File: src/hdl/ccs_pkg.sv
/*
 Package for the comparator control and status block: register offsets,
 field positions, reset values, codes and the configuration carrier.
 Assumes a 32-bit register port with byte offsets that are word aligned.
*/
package ccs_pkg;

   // ==========================================================
   // Register offsets
   localparam logic [7:0]  CCS_OFS_CTRL_STATUS = 8'h00;
   localparam logic [7:0]  CCS_OFS_SCAN        = 8'h04;

   // ==========================================================
   // Field positions in the control and status register and the scan register
   localparam int          CCS_POS_LOCK        = 31;
   localparam int          CCS_POS_RESULT      = 30;
   localparam int          CCS_POS_SRC_SEL     = 29;
   localparam int          CCS_POS_WIN_EN      = 28;
   localparam int          CCS_POS_WIN_SRC     = 25;
   localparam int          CCS_POS_FILTER      = 18;
   localparam int          CCS_POS_MARGIN      = 16;
   localparam int          CCS_POS_MODE        = 2;
   localparam int          CCS_POS_SCAN_PERIOD = 0;

   // Writable bits of the lower half (reserved bits 14, 9 and 1 masked)
   localparam logic [15:0] CCS_LOW_MASK        = 16'hBDFD;

   // ==========================================================
   // Reset values
   localparam logic [15:0] CCS_RST_LOW         = 16'h0000;
   localparam logic [7:0]  CCS_RST_SCAN_PERIOD = 8'h00;
   localparam logic [31:0] CCS_RD_UNMAPPED     = 32'h0000_0000;

   // ==========================================================
   // Codes
   localparam logic [1:0]  CCS_MODE_HIGH_SPEED = 2'h0;

   typedef enum logic [2:0] {
      CCS_WIN_TA_REF  = 3'b000,
      CCS_WIN_TA_TRIG = 3'b001,
      CCS_WIN_TB_TRIG = 3'b010,
      CCS_WIN_TC_REF  = 3'b100,
      CCS_WIN_TD_REF  = 3'b101
   } ccs_win_src_e;

   // ==========================================================
   // Configuration carrier
   typedef struct packed {
      logic        lock;
      logic        src_sel;
      logic        win_en;
      logic [2:0]  win_src;
      logic [2:0]  filter;
      logic [1:0]  margin;
      logic [15:0] low;
   } ccs_cfg_s;

   localparam ccs_cfg_s    CCS_RST_CFG = '{lock: 1'b0, src_sel: 1'b0, win_en: 1'b0, win_src: 3'h0,
                                           filter: 3'h0, margin: 2'h0, low: CCS_RST_LOW};

endpackage : ccs_pkg

File: src/hdl/ccs_window_gate.sv
/*
 Window gate: holds the last sample of the result while the gating signal
 is low and passes the result straight through when gating is off.
 Assumes the gating signal is synchronous to the clock.
*/
`timescale 1ns/1ns
module ccs_window_gate
   import ccs_pkg::*;
(
   // Clock and reset
   input  wire logic clk,
   input  wire logic rst,
   // Control
   input  wire logic enable,
   input  wire logic gating_signal,
   // Data
   input  wire logic din,
   output logic      gated_result
);

   logic held;
   logic next_held;

   // ==========================================================
   // Sampling
   always_comb begin
      next_held = held;
      if (enable && gating_signal) begin
         next_held = din;
      end
   end

   always_ff @(posedge clk or posedge rst) begin
      if (rst) begin
         held <= 1'b0;
      end else begin
         held <= next_held;
      end
   end

   assign gated_result = enable ? held : din;

endmodule // ccs_window_gate

File: src/hdl/ccs_pulse_filter.sv
/*
 Pulse filter: the output follows the input only after the input has held
 a new level for the programmed number of cycles; zero passes at once.
 Assumes the period input is stable while a pulse is being timed.
*/
`timescale 1ns/1ns
module ccs_pulse_filter
   import ccs_pkg::*;
#(
   parameter int CNT_W = 16
)(
   // Clock and reset
   input  wire logic             clk,
   input  wire logic             rst,
   // Control
   input  wire logic [CNT_W-1:0] period,
   // Data
   input  wire logic             din,
   output logic                  dout
);

   logic [CNT_W-1:0] cnt;
   logic [CNT_W-1:0] next_cnt;
   logic             next_dout;

   // ==========================================================
   // Stability counter
   always_comb begin
      next_cnt  = '0;
      next_dout = dout;
      if (period == '0) begin
         next_dout = din;
      end else if (din != dout) begin
         if (cnt + 1'b1 >= period) begin
            next_dout = din;
         end else begin
            next_cnt = cnt + 1'b1;
         end
      end
   end

   always_ff @(posedge clk or posedge rst) begin
      if (rst) begin
         cnt  <= '0;
         dout <= 1'b0;
      end else begin
         cnt  <= next_cnt;
         dout <= next_dout;
      end
   end

endmodule // ccs_pulse_filter

File: src/hdl/ccs_top.sv
/*
 Comparator control and status register bank for one comparator: freeze
 bit, result flag, result source, window gating, output filter and margin
 select, plus the scan register that holds the filter multiplier.
 Assumes a plain register port with read data one cycle after the strobe,
 timer window sources synchronous to the clock, and an analog core that
 takes the configuration outputs.
*/
// Chosen here: the placing of the registers and strobed register access.
// How it works
// - The freeze bit at bit 31 can be set once by software and later writes to it do nothing.
// - The freeze bit only clears on system reset, never by software.
// - While frozen both the control register and the scan register ignore writes, otherwise both are writable.
// - Bit 30 reads 1 when the positive input is above the negative input and 0 otherwise.
// - Bit 29 selects the raw comparator signal when 1 and the synchronised one when 0.
// - With bit 29 set the raw result reaches the wake output with no clock involved.
// - Bit 28 turns window gating on when 1 and off when 0.
// - With gating on the result is sampled every clock while the gate is high and held while it is low.
// - With gating off the result goes straight to the pulse filter.
// - Bits 27:25 choose the gate: 000, 001, 010, 100, 101 pick the five timer signals, others pick none.
// - The filter drops pulses shorter than its period and passes longer ones.
// - Filter code 000 disables filtering and codes 001 to 111 give 2n up to 128n cycles.
// - The multiplier n is the wait count held in the scan register.
// - Bits 17:16 choose the margin, 85/45/22/0 mV in high speed mode and 60/32/15/0 mV otherwise.
// - The power mode field reads 00 high speed, 01 medium, 10 low speed, 11 very low speed.
`timescale 1ns/1ns
module ccs_top
   import ccs_pkg::*;
#(
   parameter int SCAN_PERIOD_W = 8,
   parameter int FILTER_CNT_W  = 16
)(
   // Clock and reset
   input  wire logic        CLK_SYS,
   input  wire logic        RST,
   // Register port
   input  wire logic [7:0]  ADDR,
   input  wire logic [31:0] WDATA,
   input  wire logic        WR,
   input  wire logic        RD,
   output logic      [31:0] RDATA,
   // Comparator core
   input  wire logic        CMP_RAW,
   // Timer window sources
   input  wire logic        TIMER_A_CHANNEL_REF,
   input  wire logic        TIMER_A_TRIGGER,
   input  wire logic        TIMER_B_TRIGGER,
   input  wire logic        TIMER_C_CHANNEL_REF,
   input  wire logic        TIMER_D_CHANNEL_REF,
   // Result outputs
   output logic             RESULT_OUT,
   output logic             WAKE_OUT,
   // Configuration to the analog core
   output logic             LOCKED,
   output logic      [1:0]  MODE_SEL,
   output logic      [1:0]  MARGIN_SEL,
   output logic      [6:0]  MARGIN_MV,
   output logic      [15:0] CTRL_LOW
);

   // ==========================================================
   // Decoding functions

   // Gate chosen by the window source field
   function automatic logic win_gate(input logic [2:0] code,
                                     input logic [4:0] srcs);
      logic g;
      g = 1'b0;
      case (code)
         CCS_WIN_TA_REF:  g = srcs[0];
         CCS_WIN_TA_TRIG: g = srcs[1];
         CCS_WIN_TB_TRIG: g = srcs[2];
         CCS_WIN_TC_REF:  g = srcs[3];
         CCS_WIN_TD_REF:  g = srcs[4];
         default:         g = 1'b0;
      endcase
      return g;
   endfunction

   // Shift that turns n into the filter period
   function automatic logic [3:0] filter_shift(input logic [2:0] code);
      logic [3:0] s;
      s = 4'h0;
      case (code)
         3'b001:  s = 4'h1;
         3'b010:  s = 4'h2;
         3'b011:  s = 4'h3;
         3'b100:  s = 4'h4;
         3'b101:  s = 4'h5;
         3'b110:  s = 4'h6;
         3'b111:  s = 4'h7;
         default: s = 4'h0;
      endcase
      return s;
   endfunction

   // Margin in millivolts for a mode and code
   function automatic logic [6:0] margin_mv(input logic [1:0] mode,
                                            input logic [1:0] code);
      logic [6:0] mv;
      mv = 7'h00;
      if (mode == CCS_MODE_HIGH_SPEED) begin
         case (code)
            2'b11:   mv = 7'd85;
            2'b10:   mv = 7'd45;
            2'b01:   mv = 7'd22;
            default: mv = 7'd0;
         endcase
      end else begin
         case (code)
            2'b11:   mv = 7'd60;
            2'b10:   mv = 7'd32;
            2'b01:   mv = 7'd15;
            default: mv = 7'd0;
         endcase
      end
      return mv;
   endfunction

   // ==========================================================
   // Declarations
   ccs_cfg_s                  cfg;
   ccs_cfg_s                  next_cfg;
   logic [SCAN_PERIOD_W-1:0]  scan_period;
   logic [SCAN_PERIOD_W-1:0]  next_scan_period;
   logic [31:0]               next_rdata;
   logic [31:0]               csr_view;
   logic [31:0]               scan_view;
   logic                      sync_stage1;
   logic                      sync_stage2;
   logic                      next_sync_stage1;
   logic                      next_sync_stage2;
   logic [1:0]                next_mode;
   logic [1:0]                next_margin_sel;
   logic [6:0]                next_margin_mv;
   logic                      sel_result;
   logic                      gate;
   logic                      gated;
   logic                      filtered;
   logic [FILTER_CNT_W-1:0]   filter_period;
   logic                      wr_csr;
   logic                      wr_scan;
   logic                      wake_sel;
   logic                      next_wake_sel;

   // ==========================================================
   // Register writes
   assign wr_csr  = WR && (ADDR == CCS_OFS_CTRL_STATUS) && !cfg.lock;
   assign wr_scan = WR && (ADDR == CCS_OFS_SCAN) && !cfg.lock;

   always_comb begin
      next_cfg         = cfg;
      next_scan_period = scan_period;
      if (wr_csr) begin
         next_cfg.lock    = WDATA[CCS_POS_LOCK];
         next_cfg.src_sel = WDATA[CCS_POS_SRC_SEL];
         next_cfg.win_en  = WDATA[CCS_POS_WIN_EN];
         next_cfg.win_src = WDATA[CCS_POS_WIN_SRC +: 3];
         next_cfg.filter  = WDATA[CCS_POS_FILTER +: 3];
         next_cfg.margin  = WDATA[CCS_POS_MARGIN +: 2];
         next_cfg.low     = WDATA[15:0] & CCS_LOW_MASK;
      end
      if (wr_scan) begin
         next_scan_period = WDATA[CCS_POS_SCAN_PERIOD +: SCAN_PERIOD_W];
      end
   end

   always_ff @(posedge CLK_SYS or posedge RST) begin
      if (RST) begin
         cfg         <= CCS_RST_CFG;
         scan_period <= CCS_RST_SCAN_PERIOD[SCAN_PERIOD_W-1:0];
      end else begin
         cfg         <= next_cfg;
         scan_period <= next_scan_period;
      end
   end

   // ==========================================================
   // Register reads
   always_comb begin
      csr_view                          = 32'h0000_0000;
      csr_view[CCS_POS_LOCK]            = cfg.lock;
      csr_view[CCS_POS_RESULT]          = filtered;
      csr_view[CCS_POS_SRC_SEL]         = cfg.src_sel;
      csr_view[CCS_POS_WIN_EN]          = cfg.win_en;
      csr_view[CCS_POS_WIN_SRC +: 3]    = cfg.win_src;
      csr_view[CCS_POS_FILTER +: 3]     = cfg.filter;
      csr_view[CCS_POS_MARGIN +: 2]     = cfg.margin;
      csr_view[15:0]                    = cfg.low;
      scan_view                         = 32'h0000_0000;
      scan_view[CCS_POS_SCAN_PERIOD +: SCAN_PERIOD_W] = scan_period;
      next_rdata = CCS_RD_UNMAPPED;
      if (RD) begin
         case (ADDR)
            CCS_OFS_CTRL_STATUS: next_rdata = csr_view;
            CCS_OFS_SCAN:        next_rdata = scan_view;
            default:             next_rdata = CCS_RD_UNMAPPED;
         endcase
      end
   end

   always_ff @(posedge CLK_SYS or posedge RST) begin
      if (RST) begin
         RDATA <= CCS_RD_UNMAPPED;
      end else begin
         RDATA <= next_rdata;
      end
   end

   // ==========================================================
   // Result synchroniser
   always_comb begin
      next_sync_stage1 = CMP_RAW;
      next_sync_stage2 = sync_stage1;
   end

   always_ff @(posedge CLK_SYS or posedge RST) begin
      if (RST) begin
         sync_stage1 <= 1'b0;
         sync_stage2 <= 1'b0;
      end else begin
         sync_stage1 <= next_sync_stage1;
         sync_stage2 <= next_sync_stage2;
      end
   end

   // ==========================================================
   // Result path
   assign sel_result = cfg.src_sel ? CMP_RAW : sync_stage2;

   assign gate = win_gate(cfg.win_src, {TIMER_D_CHANNEL_REF, TIMER_C_CHANNEL_REF,
                                        TIMER_B_TRIGGER, TIMER_A_TRIGGER,
                                        TIMER_A_CHANNEL_REF});

   ccs_window_gate u_window (
      .clk           (CLK_SYS),
      .rst           (RST),
      .enable        (cfg.win_en),
      .gating_signal (gate),
      .din           (sel_result),
      .gated_result  (gated)
   );

   assign filter_period = (cfg.filter == 3'b000) ? '0
                        : FILTER_CNT_W'({{(FILTER_CNT_W-SCAN_PERIOD_W){1'b0}}, scan_period}
                                        << filter_shift(cfg.filter));

   ccs_pulse_filter #(
      .CNT_W (FILTER_CNT_W)
   ) u_filter (
      .clk    (CLK_SYS),
      .rst    (RST),
      .period (filter_period),
      .din    (gated),
      .dout   (filtered)
   );

   assign RESULT_OUT = filtered;

   // ==========================================================
   // Wake path, free of the clock once selected
   always_comb begin
      next_wake_sel = cfg.src_sel;
   end

   always_ff @(posedge CLK_SYS or posedge RST) begin
      if (RST) begin
         wake_sel <= 1'b0;
      end else begin
         wake_sel <= next_wake_sel;
      end
   end

   assign WAKE_OUT = wake_sel ? CMP_RAW : filtered;

   // ==========================================================
   // Configuration outputs
   always_comb begin
      next_mode       = next_cfg.low[CCS_POS_MODE +: 2];
      next_margin_sel = next_cfg.margin;
      next_margin_mv  = margin_mv(next_mode, next_cfg.margin);
   end

   always_ff @(posedge CLK_SYS or posedge RST) begin
      if (RST) begin
         MODE_SEL   <= 2'h0;
         MARGIN_SEL <= 2'h0;
         MARGIN_MV  <= 7'h00;
      end else begin
         MODE_SEL   <= next_mode;
         MARGIN_SEL <= next_margin_sel;
         MARGIN_MV  <= next_margin_mv;
      end
   end

   assign LOCKED   = cfg.lock;
   assign CTRL_LOW = cfg.low;

endmodule // ccs_top

File: config.mk
export PLATFORM = sky130hd
export DESIGN_NAME = ccs_top
export DESIGN_NICKNAME = d
export VERILOG_FILES = /design/src/hdl/ccs_pkg.sv /design/src/hdl/ccs_window_gate.sv /design/src/hdl/ccs_pulse_filter.sv /design/src/hdl/ccs_top.sv
export SDC_FILE = /design/constraint.sdc
export NUM_CORES = 1
export LEC_CHECK = 0
export BUFFER_PORTS_ARGS = -buffer_cell sky130_fd_sc_hd__buf_2
export CORE_MARGIN = 8
export CORE_UTILIZATION = 35
export CTS_BUF_LIST = sky130_fd_sc_hd__clkbuf_16
export CTS_CLUSTER_DIAMETER = 60
export CTS_CLUSTER_SIZE = 24
export DETAILED_ROUTE_END_ITERATION = 6
export PLACE_DENSITY = 0.61
export SYNTH_ARGS = -nofsm -noshare
export SYNTH_HDL_FRONTEND = slang
export SYNTH_SLANG_ARGS = --single-unit
File: constraint.sdc
create_clock -name CLK_SYS -period 4.3 [get_ports CLK_SYS]
set_input_delay 0.43 -clock CLK_SYS [delete_from_list [all_inputs] [get_ports CLK_SYS]]
set_output_delay 0.43 -clock CLK_SYS [all_outputs]
set_load 0.03 [all_outputs]
==> results of run 1 <==
## state kept, by name, indices dropped and copies added, names as in the netlist
signal	count
next_wake_sel	1
LOCKED	1
MODE_SEL	2
next_sync_stage2	1
sync_stage2	1
cfg	7
u_filter.dout	1
wake_sel	1
u_window.held	1
CTRL_LOW	11
MARGIN_SEL	2
scan_period	8
MARGIN_MV	7
RDATA	26
u_filter.cnt	16
## critical path, stage by stage, from the launching register on
cell and delay, ps:
dfrtp_1 640, buf_4 270, mux2i_1 380, mux2_2 230, a21o_1 150, ha_1 250, a21o_1 160, a221o_1 300
o2111ai_1 260, o2111ai_2 510, and2b_2 380
## worst max path at each step
| stage | from | endpoint | slack, ps | cells past startpoint |
|---|---|---|---|---|
| after floorplan | cfg[18] | u_filter.cnt[12] | 1320 | 14 |
| after global routing | cfg[19] | u_filter.cnt[3] | 340 | 12 |
| after CTS | cfg[19] | u_filter.cnt[3] | 690 | 12 |
| final | cfg[19] | u_filter.cnt[3] | 690 | 10 |
| after global placement | cfg[19] | u_filter.cnt[2] | 760 | 10 |
| after detailed placement | cfg[19] | u_filter.cnt[3] | 710 | 10 |
## cells in the final DEF (no fill, tap or decap), drive strengths merged, types with 11 or more instances in the layout
master / instances
a21oi: 11
and2: 16
buf: 100
conb: 11
dfrtp: 86
ha: 16
mux2: 33
mux2i: 21
nand2: 15
nand3: 11
nor2: 25
nor2b: 15
## cell families (layout without fill, tap and decap cells)
kind of cell,Yosys count,in the layout,share of synthesized area
AND/OR/NAND/NOR,117,117,0.155
flip-flops,86,86,0.483
multiplexers,56,56,0.141
buffers and inverters,51,124,0.0685
AO/OA/AOI/OAI,47,47,0.0792
adder cells (fa/ha/maj),16,16,0.0449
XOR/XNOR,14,14,0.0275
other,1,11,0.000842
## layer usage
layer	share of wire	vias up	GRT usage
met2	0.49	77	0.206
met4	0.016	2	0.0498
met3	0.082	15	0.0530
met5	0.00081	-	0
li1	-	1485	-
met1	0.41	1530	0.144
## metrics by stage
| stage | cell area [um^2] | power, mW |
|---|---|---|
| 3_3_place_gp | 4950 | 1.09 |
| 5_1_grt | 5260 | 1.98 |
| 6_report | 5260 | 1.90 |
| 3_5_place_dp | 4950 | 1.10 |
| 4_1_cts | 5260 | 1.92 |
| 2_1_floorplan | 4490 | 1.05 |
## report_power, final
group	internal, mW	switching [mW]
clock network	0.505	0.309
registers	0.834	0.0292
logic	0.0851	0.132
total	1.42	0.471
## area by class of cell
cell class	instances	area (um^2)	area share
tap	172	215	0.0409
timing repair buffer	100	513	0.0975
clock inverter	7	88.8	0.0169
multi-input combinational	261	2040	0.387
clock buffer	9	225	0.0428
sequential	86	2150	0.409
inverter	8	31.3	0.00595
==> results.sh, run 1 <==
export IMPL_outcome="finished clean"
export IMPL_ys_ff_latch=86
export IMPL_fin_worst_skew_ps=9.16
export IMPL_gp_congestion=0.818
export IMPL_core_rowCount=41
export IMPL_arrival_ps=3880
export IMPL_synthTopCellsByCount="dfrtp_1, mux2_2, buf_4"
export IMPL_wirelength_um=9830
export IMPL_endpoint_kind="flip-flop"
export IMPL_start_util=0.356
export IMPL_ys_types=60
export IMPL_r2r_cells=10
export IMPL_fin_crit_sh=0.839
export IMPL_netlist_instances=388
export IMPL_reg2reg_setup_slack_ps=690
export IMPL_dp_cells=627
export IMPL_layout_drive_gt1_share=0.365
export IMPL_drtIter0Drc=205
export IMPL_numClockSinks=86
export IMPL_synthMostInstantiatedCell="dfrtp_1"
export IMPL_clk_transition_reported_paths_ps=70
export IMPL_clk_path_buf_depth=2
export IMPL_dieWidth_um=129
export IMPL_vias=3109
export IMPL_gr_total_overflow=0
export IMPL_ys_warn_count=0
export IMPL_grt_max_degree=51
export IMPL_ctsHtreeMaxLevel=3
export IMPL_synth_area_leaders="dfrtp_1, mux2_2, mux2i_1"
export IMPL_powerDensity_nw_per_um2=360
export IMPL_start_kind="flip-flop"
export IMPL_stdcell_count=643
export IMPL_finalWorstSetupSlack_ps=693
export IMPL_antenna_found_initial=1
export IMPL_min_period_ps=3610
export IMPL_antenna_left=0
export IMPL_yosysSeqAreaShare=0.483
export IMPL_core_area_um2=12500
export IMPL_power_leakage_nw=2.69
export IMPL_syn_area_per_cell_um2=11.5
export IMPL_detailed_place_hpwl_um=7500
export IMPL_hold_buffers=0
export IMPL_r2r_start="cfg[19]"
export IMPL_wl_per_cell_um=15.3
export IMPL_post_route_drc_count=0
export IMPL_grt_pass1_wl_um=16500
export IMPL_synth_edf_count=0
export IMPL_tightest_slew_ps=864
export IMPL_numCtsBuffers=9
export IMPL_final_util=0.420
export IMPL_async_flop_share=1.00
export IMPL_setup_viol=0
export IMPL_crit_required_ps=4580
export IMPL_post_cts_resized=0
export IMPL_diodes=0
export IMPL_layout_nets=532
export IMPL_cp_max_fo=15
export IMPL_first_pass_iters=4
export IMPL_cts_tree="done"
export IMPL_via_per_inst=4.84
export IMPL_area_growth_syn_to_layout_pct=18.1
export IMPL_post_cts_buffers=0
export IMPL_rr_endpoint="u_filter.cnt[3]"
export IMPL_timing_setup_tns_ps=0
export IMPL_clock_fmax_mhz=277
export IMPL_timing_worst_setup_path_type="flip-flop to flip-flop"
export IMPL_cts_root_buf="clkbuf_16"
export IMPL_fillerInstances=1249
export IMPL_netlist_area_um2=4460
export IMPL_drv_cap=0
export IMPL_vdd_drop_max_v=0.000221
export IMPL_synth_area_leader_cell="dfrtp_1"
export IMPL_synth_ff_type="dfrtp_1"
export IMPL_grt_total_usage=0.126
export IMPL_hp_class="input port to asynchronous set/reset pin"
export IMPL_die_h_um=129
export IMPL_post_place_ws_ps=711
export IMPL_yosysTopAreaCellShare=0.483
export IMPL_portBuffers=95
export IMPL_holdWs_ps=216
export IMPL_rsz0062_at_grt="false"
export IMPL_hold_violations=0
export IMPL_maxSlewHeadroom=0.424
export IMPL_drv_slew=0
export IMPL_grt_pass1_vias=3263
export IMPL_dieArea_um2=16600
export IMPL_clock_insertion_delay_worst_skew_ps=340
export IMPL_ios=112
Note: power is estimated with default switching activity, not from simulation.
==> inputs of run 2 (changes only) <==
--- a/config.mk
+++ b/config.mk
@@ -5,6 +5,7 @@
 export SDC_FILE = /design/constraint.sdc
 export NUM_CORES = 1
 export LEC_CHECK = 0
+export ABC_AREA = 1
 export BUFFER_PORTS_ARGS = -buffer_cell sky130_fd_sc_hd__buf_2
 export CORE_MARGIN = 8
 export CORE_UTILIZATION = 35
@@ -12,7 +13,7 @@
 export CTS_CLUSTER_DIAMETER = 60
 export CTS_CLUSTER_SIZE = 24
 export DETAILED_ROUTE_END_ITERATION = 6
-export PLACE_DENSITY = 0.61
+export PLACE_DENSITY = 0.63
 export SYNTH_ARGS = -nofsm -noshare
 export SYNTH_HDL_FRONTEND = slang
 export SYNTH_SLANG_ARGS = --single-unit
==> constraint.sdc (replaced) <==
create_clock -name CLK_SYS -period 3.3 [get_ports CLK_SYS]
set_input_delay 0.33 -clock CLK_SYS [delete_from_list [all_inputs] [get_ports CLK_SYS]]
set_output_delay 0.33 -clock CLK_SYS [all_outputs]
set_load 0.03 [all_outputs]
==> results.sh, run 2 <==
export IMPL_synthTopCellsByCount="nand2_1, dfrtp_1, nor2_1"
export IMPL_crit_required_ps=3560
export IMPL_clock_fmax_mhz=352
export IMPL_grt_total_usage=0.129
export IMPL_grt_pass1_wl_um=17600
export IMPL_hp_class="input port to asynchronous set/reset pin"
export IMPL_numClockSinks=86
export IMPL_ctsHtreeMaxLevel=3
export IMPL_dieWidth_um=130
export IMPL_gp_congestion=0.866
export IMPL_syn_area_per_cell_um2=8.06
export IMPL_synth_area_leaders="dfrtp_1, nand2_1, nor2_1"
export IMPL_reg2reg_setup_slack_ps=460
export IMPL_wl_per_cell_um=12.9
export IMPL_yosysTopAreaCellShare=0.474
export IMPL_hold_violations=0
export IMPL_wirelength_um=10600
export IMPL_cp_common_cell="nor2_1"
export IMPL_min_period_ps=2840
export IMPL_start_util=0.359
export IMPL_vdd_drop_max_v=0.000317
export IMPL_tightest_slew_ps=780
export IMPL_synth_area_leader_cell="dfrtp_1"
export IMPL_largest_reg_flops=26
export IMPL_ys_ff_latch=86
export IMPL_via_per_inst=4.63
export IMPL_netlist_area_um2=4540
export IMPL_antenna_left=0
export IMPL_vias=3786
export IMPL_first_pass_iters=5
export IMPL_setup_viol=0
export IMPL_async_flop_share=1.00
export IMPL_drtIter0Drc=210
export IMPL_final_util=0.421
export IMPL_final_common_cell="nand2_1"
export IMPL_drv_slew=0
export IMPL_final_cell_mix="nand2_1, buf_2, dfrtp_1, inv_1, nor2_1"
export IMPL_synthMostInstantiatedCell="nand2_1"
export IMPL_core_rowCount=41
export IMPL_drv_cap=0
export IMPL_post_route_drc_count=0
export IMPL_clk_transition_reported_paths_ps=60
export IMPL_post_cts_resized=0
export IMPL_power_leakage_nw=2.99
export IMPL_timing_worst_setup_path_type="flip-flop to flip-flop"
export IMPL_area_growth_syn_to_layout_pct=17.1
export IMPL_clock_insertion_delay_worst_skew_ps=330
export IMPL_largest_register="RDATA"
export IMPL_post_cts_buffers=0
export IMPL_yosysSeqAreaShare=0.474
export IMPL_ios=112
export IMPL_synth_ff_type="dfrtp_1"
export IMPL_path_cells="ha_1 > nand2_1 > nor2_2 > inv_1 > nor2_2 > inv_1 > nor2_1 > nand2_1 > nor2_1 > xor2_1 > inv_1 > ha_1 > a21oi_2 > nor2_1 > nor2_2 > nand3_4 > nor2_1"
export IMPL_cts_tree="done"
export IMPL_numCtsBuffers=9
export IMPL_maxSlewHeadroom=0.479
export IMPL_fin_worst_skew_ps=5.07
export IMPL_layout_drive_gt1_share=0.220
export IMPL_timing_setup_tns_ps=0
export IMPL_slowest_delay_ps=390
export IMPL_powerDensity_nw_per_um2=399
export IMPL_r2r_start="u_filter.cnt[0]"
export IMPL_outcome="finished clean"
export IMPL_hold_buffers=0
export IMPL_fin_crit_sh=0.862
export IMPL_cpMaxStageDelayCell="dfrtp_1"
export IMPL_detailed_place_hpwl_um=8270
export IMPL_rsz0062_at_grt="false"
export IMPL_grt_max_degree=52
export IMPL_start_kind="flip-flop"
export IMPL_clk_path_buf_depth=2
export IMPL_diodes=0
export IMPL_endpoint_kind="flip-flop"
export IMPL_cp_startpoint="u_filter.cnt[0]"
export IMPL_synth_edf_count=0
export IMPL_ys_types=40
export IMPL_netlist_instances=563
export IMPL_layout_nets=708
export IMPL_antenna_found_initial=0
export IMPL_grt_pass1_vias=3897
export IMPL_cts_root_buf="clkbuf_16"
export IMPL_dieArea_um2=16900
export IMPL_cp_max_fo=15
export IMPL_arrival_ps=3100
export IMPL_core_area_um2=12600
export IMPL_gr_total_overflow=0
export IMPL_ys_warn_count=0
export IMPL_portBuffers=95
export IMPL_die_h_um=130
==> run 2: cell count changes after synthesis, sizes merged, moves of 21 or more <==
cell / delta
inv: +73
mux2i: -21
nand3: +32
nand2: +115
mux2: -32
o21ai: +21
nor2: +57
==> run 2: cell families after synthesis <==
| logic type | synth area share |
|---|---|
| simple gates | 0.251 |
| buf+inv | 0.130 |
| flops | 0.474 |
| compound gates | 0.0841 |
| fa+ha+maj | 0.0441 |
| xor+xnor | 0.0135 |
| other cells | 0.000827 |
| mux | 0.00248 |
==> run 2: power breakdown <==
part           internal, mW  switching (mW)  total [mW]
Sequential             1.06         0.00195        1.06
Combinational        0.0282          0.0647      0.0929
Clock                 0.575           0.391       0.966
Total                  1.66           0.458        2.12
==> run 2: cell type report <==
cell class	count	area [um^2]
Sequential cell	86	2150
Clock inverter	6	57.6
Inverter	81	305
Clock buffer	9	225
Tap cell	172	215
Timing Repair Buffer	98	498
Fill cell	1312	7310
Multi-Input combinational cell	366	1860
==> run 2: metrics by stage <==
step | area, um^2 | power, mW | std cells | hold WS [ps] | setup slack [ps]
2_1_floorplan | 4570 | 1.14 | 573 | 331 | 684
3_3_place_gp | 5000 | 1.17 | 803 | 339 | 411
3_5_place_dp | 5000 | 1.17 | 803 | 352 | 286
4_1_cts | 5290 | 2.14 | 818 | 88.5 | 270
5_1_grt | 5310 | 2.19 | 818 | 137 | 44.8
6_report | 5310 | 2.12 | 818 | 78.9 | 457
==> run 2: layer usage <==
metal / global-route usage / wire length [um] / vias to the layer above
li1: - / - / 1884
met1: 0.141 / 4300 / 1769
met2: 0.224 / 5070 / 112
met3: 0.0469 / 938 / 21
met4: 0.0546 / 252 / 0
met5: 0 / 0 / -
==> run 2: path summary, 6_finish.rpt <==
check	cells past startpoint	endpoint
min in group CLK_SYS	1	next_sync_stage2
setup / recovery	17	u_filter.cnt[13]
hold / removal	3	RDATA[10]
hold reg to reg	0	sync_stage2
max in group asynchronous	3	RDATA[1]
setup reg to reg	17	u_filter.cnt[13]
==> run 2: worst max-delay path, delay by kind of cell (launching register included) <==
family	cells	cell delay, ps
flip-flops	1	390
XOR/XNOR	1	240
buffers and inverters	3	230
AND/OR/NAND/NOR	10	1370
AO/OA/AOI/OAI	1	150
adder cells (fa/ha/maj)	2	390
